File: config.mk
export PLATFORM = sky130hd
export DESIGN_NAME = dsrp_readback_port
export DESIGN_NICKNAME = d
export VERILOG_FILES = /design/src/include/dsrp_pkg.sv /design/src/rtl/dsrp_readback_port.sv /design/src/rtl/dsrp_sync.sv
export SDC_FILE = /design/constraint.sdc
export NUM_CORES = 1
export LEC_CHECK = 0
export ABC_CLOCK_PERIOD_IN_PS = 3890
export BUFFER_PORTS_ARGS = -buffer_cell sky130_fd_sc_hd__buf_4
export CORE_ASPECT_RATIO = 0.75
export CORE_MARGIN = 3
export CORE_UTILIZATION = 40
export CTS_BUF_LIST = sky130_fd_sc_hd__clkbuf_16
export DETAILED_ROUTE_END_ITERATION = 10
export GPL_TIMING_DRIVEN = 0
export PLACE_DENSITY = 0.66
export SYNTH_ARGS = -nofsm -noshare
export SYNTH_HDL_FRONTEND = slang
export SYNTH_SLANG_ARGS = --single-unit
File: constraint.sdc
create_clock -name core_clk -period 3.89 [get_ports core_clk]
set_input_delay 1.167 -clock core_clk [delete_from_list [all_inputs] [get_ports core_clk]]
set_output_delay 1.167 -clock core_clk [all_outputs]
set_load 0.02 [all_outputs]
File: src/include/dsrp_pkg.sv
// shared constants of the disk sequencer readback port
package dsrp_pkg;

   // register numbers as seen on the register address pins
   localparam logic [7:0] REG_PERIPH_TRIGGER = 8'h0b;  // 11, peripheral_transfer_trigger
   localparam logic [7:0] REG_FLAG_BYTE      = 8'h13;  // 19, flag_byte_register
   localparam logic [7:0] REG_ID_CYL_HIGH    = 8'h14;  // 20, id_cylinder_high
   localparam logic [7:0] REG_ID_CYL_LOW     = 8'h15;  // 21, id_cylinder_low
   localparam logic [7:0] REG_ID_HEAD_FLAG   = 8'h16;  // 22, id_head_flag
   localparam logic [7:0] REG_ID_SECTOR      = 8'h17;  // 23, id_sector_number
   localparam logic [7:0] REG_BUFFER_PORT    = 8'h18;  // 24, buffer_read_port
   localparam logic [7:0] REG_LOOP_COUNT     = 8'h19;  // 25, loop_count_live
   localparam logic [7:0] REG_FORCE_INDEX    = 8'h1b;  // 27, force_index_trigger
   localparam logic [7:0] REG_FORCE_RESET    = 8'h1c;  // 28, force_sequencer_reset
   localparam logic [7:0] REG_FMT_VALUE      = 8'h1e;  // 30, format_value_readback
   localparam logic [7:0] REG_FMT_COUNT      = 8'h1f;  // 31, format_count_readback

   // field positions
   localparam int HDR_FMT_SEL_BIT  = 2;   // header_format_config: 1 = separate flag byte
   localparam int EXT_MICRO_OVR    = 1;   // extended_status bit of micro memory overrun
   localparam int MAIN_EXT_NZ      = 7;   // main_status extended non-zero summary bit

   // values after reset
   localparam logic [7:0] BYTE_RST  = 8'h00;
   localparam logic [3:0] INDEX_RST = 4'h0;

   // timing: one byte time for the dma answer, clock period
   localparam int CLK_PERIOD_NS   = 10;
   localparam int DMA_WINDOW_NS   = 800;
   // a longest wait rounds down, never below one cycle
   localparam int DMA_WINDOW_CYC  = (DMA_WINDOW_NS / CLK_PERIOD_NS) < 1 ? 1 : (DMA_WINDOW_NS / CLK_PERIOD_NS);

   // dma channel 0 refill states
   typedef enum logic [1:0]
   {
      DSRP_DMA_IDLE = 2'b00,  // no refill running
      DSRP_DMA_REQ  = 2'b01,  // request raised, waiting for acknowledge
      DSRP_DMA_DONE = 2'b10   // byte taken, waiting for acknowledge to drop
   } dsrp_dma_state_t;

   // processor read cycle states
   typedef enum logic [1:0]
   {
      DSRP_RD_IDLE   = 2'b00,  // read strobe high
      DSRP_RD_ACTIVE = 2'b01,  // read strobe low, bus driven
      DSRP_RD_END    = 2'b10   // strobe just released, trailing actions
   } dsrp_rd_state_t;

endpackage : dsrp_pkg

File: src/rtl/dsrp_readback_port.sv
`timescale 1ns/1ns
// Operation
// - id header shown in registers twenty to twentythree
// - combined layout: flag high nibble, head low
// - separate layout: whole byte is head number
// - buffer port read returns byte, then requests refill
// - no dma answer sets overrun and summary
// - trigger read pulses group strobe with byte
// - strobe trailing edge starts channel 0 refill
// - plain buffer read refills without strobing peripheral
// - loop counter read live, loads, decrements
// - force index read pulses internal index
// - force reset read aborts, keeps status
// - value readback shows indexed format value byte
// - count readback shows indexed format count byte
// - id registers update on every valid sync
// - separate layout puts fifth byte in flag register
module dsrp_readback_port #(
   parameter int DATA_W     = 8,                       // byte width of all registers
   parameter int FMT_DEPTH  = 16,                      // format ram entries
   parameter int IDX_W      = 4,                       // format ram index width
   parameter int WINDOW_CYC = dsrp_pkg::DMA_WINDOW_CYC // dma answer window in cycles
) (
   // clock and reset
   input  wire logic              core_clk,
   input  wire logic              srst,
   // processor read side, pins
   input  wire logic              io_read_strobe_n,
   input  wire logic [7:0]        reg_addr,
   output logic      [DATA_W-1:0] proc_addr_data_bus_o,
   output logic                   proc_addr_data_bus_oe,
   output logic                   group_write_strobe_n,
   // dma channel 0, pins
   output logic                   dma_ch0_request,
   input  wire logic              dma_ch0_acknowledge,
   input  wire logic [DATA_W-1:0] dma_data,
   // configuration from the write side
   input  wire logic [7:0]        header_format_config,
   input  wire logic [IDX_W-1:0]  format_ram_index,
   input  wire logic              fmt_wr_en,
   input  wire logic [IDX_W-1:0]  fmt_wr_index,
   input  wire logic [DATA_W-1:0] fmt_wr_value,
   input  wire logic [DATA_W-1:0] fmt_wr_count,
   // sequencer events
   input  wire logic              id_sync_valid,
   input  wire logic [DATA_W-1:0] id_byte0,
   input  wire logic [DATA_W-1:0] id_byte1,
   input  wire logic [DATA_W-1:0] id_byte2,
   input  wire logic [DATA_W-1:0] id_byte3,
   input  wire logic [DATA_W-1:0] id_byte4,
   input  wire logic              loop_load,
   input  wire logic [DATA_W-1:0] loop_load_value,
   input  wire logic              loop_to_restart,
   // status flags
   input  wire logic              status_clear,
   output logic                   micro_mem_overrun,
   output logic                   ext_nonzero,
   // internal sequencer controls
   output logic                   force_index,
   output logic                   force_seq_reset
);

   // synchronised pins
   logic              rd_strobe_n_s;  // read strobe after two flops
   logic [7:0]        addr_s;         // register address after two flops
   logic              ack_s;          // acknowledge after two flops
   logic [DATA_W-1:0] dma_data_s;     // dma data after two flops, aligned with ack_s
   // processor read cycle
   dsrp_pkg::dsrp_rd_state_t rd_state_r;  // read cycle state
   logic [7:0]               rd_addr_r;   // address latched at strobe fall
   logic                     rd_live;     // synced strobe low inside a read
   // dma refill
   dsrp_pkg::dsrp_dma_state_t dma_state_r;  // refill state
   logic [15:0]               win_cnt_r;    // cycles left in the answer window
   logic                      refill_go;    // trailing edge of a port or trigger read
   logic                      win_expired;  // request still unanswered at window end
   // register storage
   logic [DATA_W-1:0] cyl_high_r;                 // id byte 0
   logic [DATA_W-1:0] cyl_low_r;                  // id byte 1
   logic [DATA_W-1:0] head_raw_r;                 // id byte 2 as read
   logic [DATA_W-1:0] sector_r;                   // id byte 3
   logic [DATA_W-1:0] flag_byte_r;                // id byte 4
   logic [DATA_W-1:0] buffer_r;                   // buffer read port byte
   logic [DATA_W-1:0] loop_cnt_r;                 // live loop counter
   logic [DATA_W-1:0] fmt_value_r [FMT_DEPTH];    // format ram value bytes
   logic [DATA_W-1:0] fmt_count_r [FMT_DEPTH];    // format ram count bytes
   logic [DATA_W-1:0] rd_data_nxt;                // selected read data
   logic              rd_hit;                     // latched address is one of ours

   // fixed-width window reload value
   localparam logic [15:0] WIN_LOAD = 16'(WINDOW_CYC);

   // address decode for the bus answer; numbers of other blocks stay undriven
   function automatic logic is_mapped(input logic [7:0] a);
      return a inside {dsrp_pkg::REG_PERIPH_TRIGGER, dsrp_pkg::REG_FLAG_BYTE, dsrp_pkg::REG_ID_CYL_HIGH,
                       dsrp_pkg::REG_ID_CYL_LOW, dsrp_pkg::REG_ID_HEAD_FLAG, dsrp_pkg::REG_ID_SECTOR,
                       dsrp_pkg::REG_BUFFER_PORT, dsrp_pkg::REG_LOOP_COUNT, dsrp_pkg::REG_FORCE_INDEX,
                       dsrp_pkg::REG_FORCE_RESET, dsrp_pkg::REG_FMT_VALUE, dsrp_pkg::REG_FMT_COUNT};
   endfunction : is_mapped

   // pin synchronisers; strobe and acknowledge idle at their inactive level
   dsrp_sync #(.WIDTH(1), .RST_VAL(1'b1)) u_sync_rd
      (.core_clk(core_clk), .srst(srst), .din(io_read_strobe_n), .dout(rd_strobe_n_s));
   dsrp_sync #(.WIDTH(8), .RST_VAL(8'h00)) u_sync_addr
      (.core_clk(core_clk), .srst(srst), .din(reg_addr), .dout(addr_s));
   dsrp_sync #(.WIDTH(DATA_W + 1), .RST_VAL('0)) u_sync_dma
      (.core_clk(core_clk), .srst(srst), .din({dma_ch0_acknowledge, dma_data}), .dout({ack_s, dma_data_s}));

   // read cycle: address latched at strobe fall, actions at strobe release
   always_ff @(posedge core_clk)
   begin
      if (srst)
      begin
         rd_state_r <= dsrp_pkg::DSRP_RD_IDLE;
         rd_addr_r  <= 8'h00;
      end
      else
      begin
         case (rd_state_r)
            dsrp_pkg::DSRP_RD_IDLE:
            begin
               if (!rd_strobe_n_s)
               begin
                  rd_addr_r  <= addr_s;
                  rd_state_r <= dsrp_pkg::DSRP_RD_ACTIVE;
               end
            end
            dsrp_pkg::DSRP_RD_ACTIVE:
            begin
               // strobe release marks the end of the read
               if (rd_strobe_n_s)
               begin
                  rd_state_r <= dsrp_pkg::DSRP_RD_END;
               end
            end
            // end state lasts one cycle; stray codes also return to idle
            default:
            begin
               rd_state_r <= dsrp_pkg::DSRP_RD_IDLE;
            end
         endcase
      end
   end

   assign rd_hit = is_mapped(rd_addr_r);
   assign rd_live = (rd_state_r == dsrp_pkg::DSRP_RD_ACTIVE) && !rd_strobe_n_s;
   // the answer window ran out with no acknowledge seen
   assign win_expired = (dma_state_r == dsrp_pkg::DSRP_DMA_REQ) && !ack_s && (win_cnt_r <= 16'h0001);

   // a refill follows both a plain port read and a trigger read
   assign refill_go = (rd_state_r == dsrp_pkg::DSRP_RD_END) &&
                      ((rd_addr_r == dsrp_pkg::REG_BUFFER_PORT) ||
                       (rd_addr_r == dsrp_pkg::REG_PERIPH_TRIGGER));

   // read data mux; live registers are re-sampled every cycle of the read
   always_comb
   begin
      rd_data_nxt = dsrp_pkg::BYTE_RST;
      case (rd_addr_r)
         dsrp_pkg::REG_ID_CYL_HIGH:    rd_data_nxt = cyl_high_r;
         dsrp_pkg::REG_ID_CYL_LOW:     rd_data_nxt = cyl_low_r;
         // byte 2 as captured: flag high nibble and head low, or all head
         dsrp_pkg::REG_ID_HEAD_FLAG:   rd_data_nxt = head_raw_r;
         dsrp_pkg::REG_ID_SECTOR:      rd_data_nxt = sector_r;
         dsrp_pkg::REG_FLAG_BYTE:      rd_data_nxt = flag_byte_r;
         dsrp_pkg::REG_BUFFER_PORT:    rd_data_nxt = buffer_r;
         dsrp_pkg::REG_PERIPH_TRIGGER: rd_data_nxt = buffer_r;
         dsrp_pkg::REG_LOOP_COUNT:     rd_data_nxt = loop_cnt_r;
         dsrp_pkg::REG_FMT_VALUE:      rd_data_nxt = fmt_value_r[format_ram_index];
         dsrp_pkg::REG_FMT_COUNT:      rd_data_nxt = fmt_count_r[format_ram_index];
         // force registers carry no information
         default:                      rd_data_nxt = dsrp_pkg::BYTE_RST;
      endcase
   end

   // bus drive only for our own registers; other numbers belong to other blocks
   always_ff @(posedge core_clk)
   begin
      if (srst)
      begin
         proc_addr_data_bus_o  <= dsrp_pkg::BYTE_RST;
         proc_addr_data_bus_oe <= 1'b0;
      end
      else
      begin
         proc_addr_data_bus_o  <= (rd_live && rd_hit) ? rd_data_nxt : dsrp_pkg::BYTE_RST;
         proc_addr_data_bus_oe <= rd_live && rd_hit;
      end
   end

   // group strobe and forced pulses follow the synced read strobe, a few cycles behind the pin
   always_ff @(posedge core_clk)
   begin
      if (srst)
      begin
         group_write_strobe_n <= 1'b1;
         force_index          <= 1'b0;
         force_seq_reset      <= 1'b0;
      end
      else
      begin
         group_write_strobe_n <= !(rd_live && (rd_addr_r == dsrp_pkg::REG_PERIPH_TRIGGER));
         force_index          <= rd_live && (rd_addr_r == dsrp_pkg::REG_FORCE_INDEX);
         force_seq_reset      <= rd_live && (rd_addr_r == dsrp_pkg::REG_FORCE_RESET);
      end
   end

   // id header capture on every valid sync, crc result not consulted
   always_ff @(posedge core_clk)
   begin
      if (srst)
      begin
         cyl_high_r  <= dsrp_pkg::BYTE_RST;
         cyl_low_r   <= dsrp_pkg::BYTE_RST;
         head_raw_r  <= dsrp_pkg::BYTE_RST;
         sector_r    <= dsrp_pkg::BYTE_RST;
         flag_byte_r <= dsrp_pkg::BYTE_RST;
      end
      else if (id_sync_valid)
      begin
         cyl_high_r <= id_byte0;
         cyl_low_r  <= id_byte1;
         head_raw_r <= id_byte2;
         sector_r   <= id_byte3;
         // the fifth byte only exists in the separate flag layout
         if (header_format_config[dsrp_pkg::HDR_FMT_SEL_BIT])
         begin
            flag_byte_r <= id_byte4;
         end
      end
   end

   // loop counter; the forced sequencer reset leaves it alone
   always_ff @(posedge core_clk)
   begin
      if (srst)
      begin
         loop_cnt_r <= dsrp_pkg::BYTE_RST;
      end
      else if (loop_load)
      begin
         loop_cnt_r <= loop_load_value;
      end
      else if (loop_to_restart)
      begin
         loop_cnt_r <= loop_cnt_r - 8'h01;
      end
   end

   // format ram storage, written from the write side
   always_ff @(posedge core_clk)
   begin
      if (srst)
      begin
         for (int i = 0; i < FMT_DEPTH; i++)
         begin
            fmt_value_r[i] <= dsrp_pkg::BYTE_RST;
            fmt_count_r[i] <= dsrp_pkg::BYTE_RST;
         end
      end
      else if (fmt_wr_en)
      begin
         fmt_value_r[fmt_wr_index] <= fmt_wr_value;
         fmt_count_r[fmt_wr_index] <= fmt_wr_count;
      end
   end

   // channel 0 refill; a read during a running refill starts no second one
   always_ff @(posedge core_clk)
   begin
      if (srst)
      begin
         dma_state_r     <= dsrp_pkg::DSRP_DMA_IDLE;
         dma_ch0_request <= 1'b0;
         win_cnt_r       <= 16'h0000;
      end
      else
      begin
         case (dma_state_r)
            dsrp_pkg::DSRP_DMA_IDLE:
            begin
               if (refill_go)
               begin
                  dma_ch0_request <= 1'b1;
                  win_cnt_r       <= WIN_LOAD;
                  dma_state_r     <= dsrp_pkg::DSRP_DMA_REQ;
               end
            end
            dsrp_pkg::DSRP_DMA_REQ:
            begin
               if (ack_s)
               begin
                  dma_ch0_request <= 1'b0;
                  dma_state_r     <= dsrp_pkg::DSRP_DMA_DONE;
               end
               else if (win_cnt_r <= 16'h0001)
               begin
                  // window over: give up, the overrun flag reports it
                  dma_ch0_request <= 1'b0;
                  dma_state_r     <= dsrp_pkg::DSRP_DMA_IDLE;
               end
               else
               begin
                  win_cnt_r <= win_cnt_r - 16'h0001;
               end
            end
            dsrp_pkg::DSRP_DMA_DONE:
            begin
               // wait for acknowledge to fall so one answer is not taken twice
               if (!ack_s)
               begin
                  dma_state_r <= dsrp_pkg::DSRP_DMA_IDLE;
               end
            end
            default:
            begin
               dma_ch0_request <= 1'b0;
               dma_state_r     <= dsrp_pkg::DSRP_DMA_IDLE;
            end
         endcase
      end
   end

   // buffer port byte taken with the acknowledge
   always_ff @(posedge core_clk)
   begin
      if (srst)
      begin
         buffer_r <= dsrp_pkg::BYTE_RST;
      end
      else if ((dma_state_r == dsrp_pkg::DSRP_DMA_REQ) && ack_s)
      begin
         buffer_r <= dma_data_s;
      end
   end

   // overrun flags; a timeout in the clearing cycle still sets them
   always_ff @(posedge core_clk)
   begin
      if (srst || (status_clear && !win_expired))
      begin
         micro_mem_overrun <= 1'b0;
         ext_nonzero       <= 1'b0;
      end
      else if (win_expired)
      begin
         micro_mem_overrun <= 1'b1;
         ext_nonzero       <= 1'b1;
      end
   end

endmodule : dsrp_readback_port

File: src/rtl/dsrp_sync.sv
`timescale 1ns/1ns
// two-stage synchroniser for pins that arrive from outside core_clk
module dsrp_sync #(
   parameter int WIDTH = 1,
   parameter logic [WIDTH-1:0] RST_VAL = '0
) (
   // clock and reset
   input  wire logic             core_clk,
   input  wire logic             srst,
   // asynchronous input and its synchronised copy
   input  wire logic [WIDTH-1:0] din,
   output logic      [WIDTH-1:0] dout
);

   logic [WIDTH-1:0] meta_r;  // first stage, read only by the second

   // both stages reset to the idle level of the pin
   always_ff @(posedge core_clk)
   begin
      if (srst)
      begin
         meta_r <= RST_VAL;
         dout   <= RST_VAL;
      end
      else
      begin
         meta_r <= din;
         dout   <= meta_r;
      end
   end

endmodule : dsrp_sync

# Word level (Yosys, flattened, before mapping)
# Memory sizes are Yosys's and may differ from the RTL's.
# Index checks and enable logic that the tools add are counted.
word_totals:
  regBits: 134
  ramBits: 256
  inputBits: 105
  out_inout_bits: 15
  wordCells: 116
  n_memories: 2
op_classes:
  addsub: 2
  magnitude_cmp: 1
  eq_ne: 23
  muxes: 30
  n_bitwise: 3
  n_reduce_logical: 31
memory_table:
  columns: ["memory", "depth", "width", "read_ports", "rd_ports_with_merged_regs", "wr", "line_no", "text"]
  rows:
  - ["fmt_count_r", 16, 8, 1, 0, 16, "dsrp_readback_port.sv:86", "logic [DATA_W-1:0] fmt_count_r [FMT_DEPTH];"]
  - ["fmt_value_r", 16, 8, 1, 0, 16, "dsrp_readback_port.sv:85", "logic [DATA_W-1:0] fmt_value_r [FMT_DEPTH];"]
ops:
  columns: ["operator", "n"]
  rows:
  - ["$eq A8 B5 Y1 const B", 11]
  - ["$pmux W8 S9", 1]
  - ["$mux W16", 3]
  - ["$mux W8", 4]
  - ["$pmux W16 S2", 1]
  - ["$le A16 B1 Y1 const B", 1]
  - ["$reduce_or A8 Y1", 2]
  - ["$sub A16 B1 Y16 const B", 1]
  - ["$mux W2", 6]
  - ["$reduce_bool A12 Y1", 1]
  - ["$logic_and A1 B1 Y1", 10]
  - ["$mux W1", 10]
  - ["$ne A2 B2 Y1 const B", 5]
  - ["$eq A8 B4 Y1 const B", 1]
  - ["$mux W4", 2]
  - ["$sub A8 B1 Y8 const B", 1]
  - ["$pmux W2 S3", 1]
  - ["$reduce_and A2 Y1", 3]
  - ["$reduce_and A3 Y1", 2]
  - ["$eq A2 B1 Y1 const B", 2]
  - ["$eq A2 B2 Y1 const B", 2]
  - ["$logic_not A1 Y1", 4]
  - ["$logic_not A2 Y1", 2]
  - ["$pmux W2 S2", 1]
  - ["other kinds (8)", 13]

# Longest topological paths before layout
logic_depth:
  word_depth: 6
  ltp_mapped: 8

# Hierarchy
# A second synthesis with hierarchy kept.
unflattened:
  cells_unflattened: 1305
  hier_area_um2: 17251.5
modules_own_cells:
  columns: ["module", "instances", "cells_each", "area_each_um2", "seq_area_each_um2"]
  rows:
  - ["dsrp_readback_port", 1, 1231, 16245.6, 9649.3]
  - ["dsrp_sync (u_sync_dma)", 1, 37, 489.2, 360.3]
  - ["dsrp_sync (u_sync_addr)", 1, 33, 464.2, 320.3]
  - ["dsrp_sync (u_sync_rd)", 1, 4, 52.6, 40.0]

# Worst setup path after synthesis
# Ideal clock, no wire load.
synth_timing:
  path_kind: "input-to-reg"
  start: "in srst"
  end: "mem fmt_count_r[1][0], enable pin"
  setup_ns: 0.411
  arrival_ns: 2.968
  required_ns: 3.479
  setup_slack_ns: 0.511
  path_stages: 4
  cell_sequence: "nand2b_1 -> or3_1 -> clkbuf_1 -> o21ai_0"
synth_lines:
  columns: ["item", "line_no", "text"]
  rows:
  - ["from (decl)", "dsrp_readback_port.sv:26", "input wire logic srst,"]
  - ["to (decl)", "dsrp_readback_port.sv:86", null]

==> metrics.md <==
| Metric | Value |
|---|---|
| Outcome | complete, but fails checks |
| Failing checks | max-capacitance violations, max-slew violations |
| Worst hold slack | roughly 0.4 ns |
| RSZ-0062 raised after global routing | no |
| Cell variety after synth | 62 |
| GRT Residual Overflow | 0 |
| First-pass GRT wire length | 73000 microns |
| Syn_area_per_cell | about 13 sq um |
| Total global routing track utilization | between 20% and 30% |
| Max Clk Rate | 279 MHz |
| Post-synthesis sequential area ratio | 60.7% |
| Core area | 41500 sq um |
| Final number of hold-violating endpoints | 0 |
| Number of antenna violations at the first check in global routing | 2 |
| CP Capture Type | register |
| Maximum buffer depth of the clock tree | 3 |
| Via count of the first global-routing pass | 11.5k |
| Final weighted congestion in routability-driven placement | 0.888 |
| Final wirelength | between 40000 and 50000 microns |
| Synth area leader | edfxtp_1 |
| Maximum clock skew at final layout | approximately 0.015 ns |
| Hpwl dp | between 30000 and 40000 microns |
| Async SR Flop Fraction | 0% |
| Setup Fix Bufs, Post-CTS | 0 |
| Maximum level of the CTS H-tree | 2 |
| Total clock buffers created by CTS | 40 |
| Pwr per Cell Area | around 450 nW/um^2 |
| Peak ir drop on the vdd network | about 0.00026 V |
| IO Pins | 120 |
| Final period utilization | just over 90% |
| Clock root buffer | clkbuf_16 |
| LEAKAGE | between 0.007 and 0.008 uW |
| Least-Margin Pin Slew | between 1.5 and 2 ns |
| Endpoint arrival time on the critical path | 3.76 ns |
| Worst skew pair latency | approximately 0.55 ns |
| CTS resizes | 0 |
| Total number of clock tree sinks | 390 |
| Iter 0 DRT Violations | 1379 |
| Initial core utilization | between 40% and 50% |
| Setup-violating endpoint count in the final report | 0 |
| Leading register cell type out of synthesis | edfxtp_1 |
| TritonCTS clock tree | built |
| Post-synthesis instance total | around 1.3k |
| Min-delay worst type | register to register |
| Area of the die | approximately 45000 sq um |
| Biggest fanout along the worst timing path | 16 |
| Register clock-pin slew on the reported worst setup and hold paths | 0.06 ns |
| Total via count in the routed design | roughly 12k |
| Number of antenna cells inserted | 0 |
| CP Launch Type | input port |
| Total Nets Final | between 1.5k and 2k |
| Slew margin rel. | -1.01% |
| Net count after synthesis | approximately 1.4k |
| Largest cells by area after synthesis | edfxtp_1 45%, dfxtp_1 16%, and2_1 9.5% |
| Number of slew-limit violations in the final report | 9 |
| Max-Cap Viols | 1 |
| Overall power after layout | between 9000 and 10000 uW |
| Maximum number of pins on one net before global-route repair | 17 |
| Num rows | 64 |
| Critical path required time | between 4 and 5 ns |
| DRC violation count after routing | 0 |
| Type of the worst setup path | input port to register |
| Length of the first detailed-routing pass in iterations | 6 |
| Die Wd | between 200 and 250 microns |
| Post-Syn Area | approximately 17000 sq um |
| Hold-fix buffer count after cts | 0 |
| Post-synth EDFFs | ~260 |
| Routed vias/inst | 5.61 |
| Flops & latches, synth | 390 |
| Number of buffers added on ports | 105 |
| Post-detailed-route wirelength per cell | between 20 and 25 microns |
| Layout cells sized above 1 | 19.3% |
| Area growth from synthesis to layout | 17.7% |
| Number of synthesis warnings | 0 |
| Top-area cell type share of the netlist area | between 40% and 50% |
| Min cycle time layout | ~3.6 ns |
| Height of the die | 185 microns |
| Number of nets still failing antenna checks after routing | 0 |
[synth_stat cells (4+ instances only)]
library cell  number
mux2i_1           73
nand3_1           14
nand2_1           68
dfxtp_1          134
o22ai_1            4
o211ai_1           7
or2_2             12
nand2b_1           6
o22a_1             4
a211oi_1          10
nor3_1            18
a21oi_1           29
a2111o_1           8
buf_1              8
inv_1             11
xor2_1             5
a22o_1             4
a31oi_1           10
o2111ai_1          8
and2_1           259
edfxtp_1         256
nor2_1            85
or3_1              8
mux4_2            61
buf_2             14
mux2_2             8
o21ai_0           23
nor2b_1           41
a22oi_1           15
clkbuf_1          66
[kinds of logic (layout without fill, tap and decap cells)]
| kind of cell | Yosys count | in the layout | synth area share, % |
|---|---|---|---|
| AOI/OAI and AO/OA | 142 | 142 | 5.87 |
| buffers and inverters | 104 | 295 | 2.50 |
| muxes | 143 | 143 | 12.9 |
| DFF | 390 | 390 | 60.7 |
| and+or+nand+nor | 534 | 534 | 17.3 |
| adders and majority gates | 3 | 3 | 0.220 |
| xor gates and xnor gates | 8 | 8 | 0.410 |
[cell type report]
cell class              instances  area [sq um]
well taps                     561           702
inverters                      13          48.8
repair buffers                118          1030
clock inverters                30           166
plain buffers                  91           378
multi-input cells             830          6330
clock buffers                  43          1080
flip-flops and latches        390         10400
fillers                      3675         21400
[metrics by stage]
stage	std cells	cell area [sq um]	worst slack [ns]	utilization (%)	TNS (ns)
final	2076	20100	0.305	48.5	0
after global routing	2076	20100	0.218	48.5	0
after CTS	2076	20100	0.528	48.5	0
after detailed placement	2003	18900	-0.0345	45.5	-0.587
after global placement	1990	18600	-1.27	44.8	-186.24
after floorplan	1324	17100	0.511	-	0
[power by group]
part | internal, uW | switching [uW] | total [uW]
registers | 4610 | 70.9 | 4680
logic | 305 | 402 | 707
clock network | 2060 | 1630 | 3690
total | 6980 | 2100 | 9080
[final timing paths]
| kind | start | end | slack (ns) | depth (start not counted) |
|---|---|---|---|---|
| worst max-delay path | srst | fmt_value_r[4][3] | 0.30 | 6 |
| worst min-delay path | u_sync_rd.meta_r | u_sync_rd.dout | 0.41 | 1 |
| worst min register to register | u_sync_rd.meta_r | u_sync_rd.dout | 0.41 | 1 |
| worst max register to register | rd_addr_r[4] | proc_addr_data_bus_o[2] | 0.38 | 5 |
[cell usage in the layout, fill, tap and decap left out, types with 11 or more instances in the layout]
cell,instances
inv_1,20
and2_1,259
a21oi_1,29
buf_4,106
nor2_1,85
clkbuf_1,66
mux2i_1,73
clkbuf_16,43
or2_2,12
o21ai_0,11
nand2_1,68
buf_2,14
a22oi_1,15
nor3_1,17
nor2b_1,41
o21ai_2,12
mux4_2,61
dfxtp_1,134
nand3_1,14
edfxtp_1,256
[per-layer routing]
| metal | track usage [%] | vias up | part of all wire (%) |
|---|---|---|---|
| li1 | - | 5119 | - |
| met1 | 30.7 | 5840 | 43 |
| met2 | 33.4 | 568 | 44 |
| met3 | 5.48 | 115 | 9.9 |
| met4 | 8.02 | 0 | 3.5 |
| met5 | 0 | - | 0 |
[critical path, cell delays in order]
cell and delay [ns]:
buf_4 0.14, nand2b_1 0.18, nor2_1 0.12, nand2_1 0.22, nor3_1 1.20, or2_2 0.72
[state kept, by name (all words and copies together), names as in the netlist, 2 cells and up]
signal and count:
buffer_r 8, cyl_high_r 8, cyl_low_r 8, dma_state_r 2, flag_byte_r 8, fmt_count_r 128, fmt_value_r 128, head_raw_r 8
loop_cnt_r 8, proc_addr_data_bus_o 8, rd_addr_r 8, rd_state_r 2, sector_r 8, u_sync_addr.dout 8, u_sync_addr.meta_r 8, u_sync_dma.dout 9
u_sync_dma.meta_r 9, win_cnt_r 16
No activity file was read; power rests on OpenSTA's default activity.
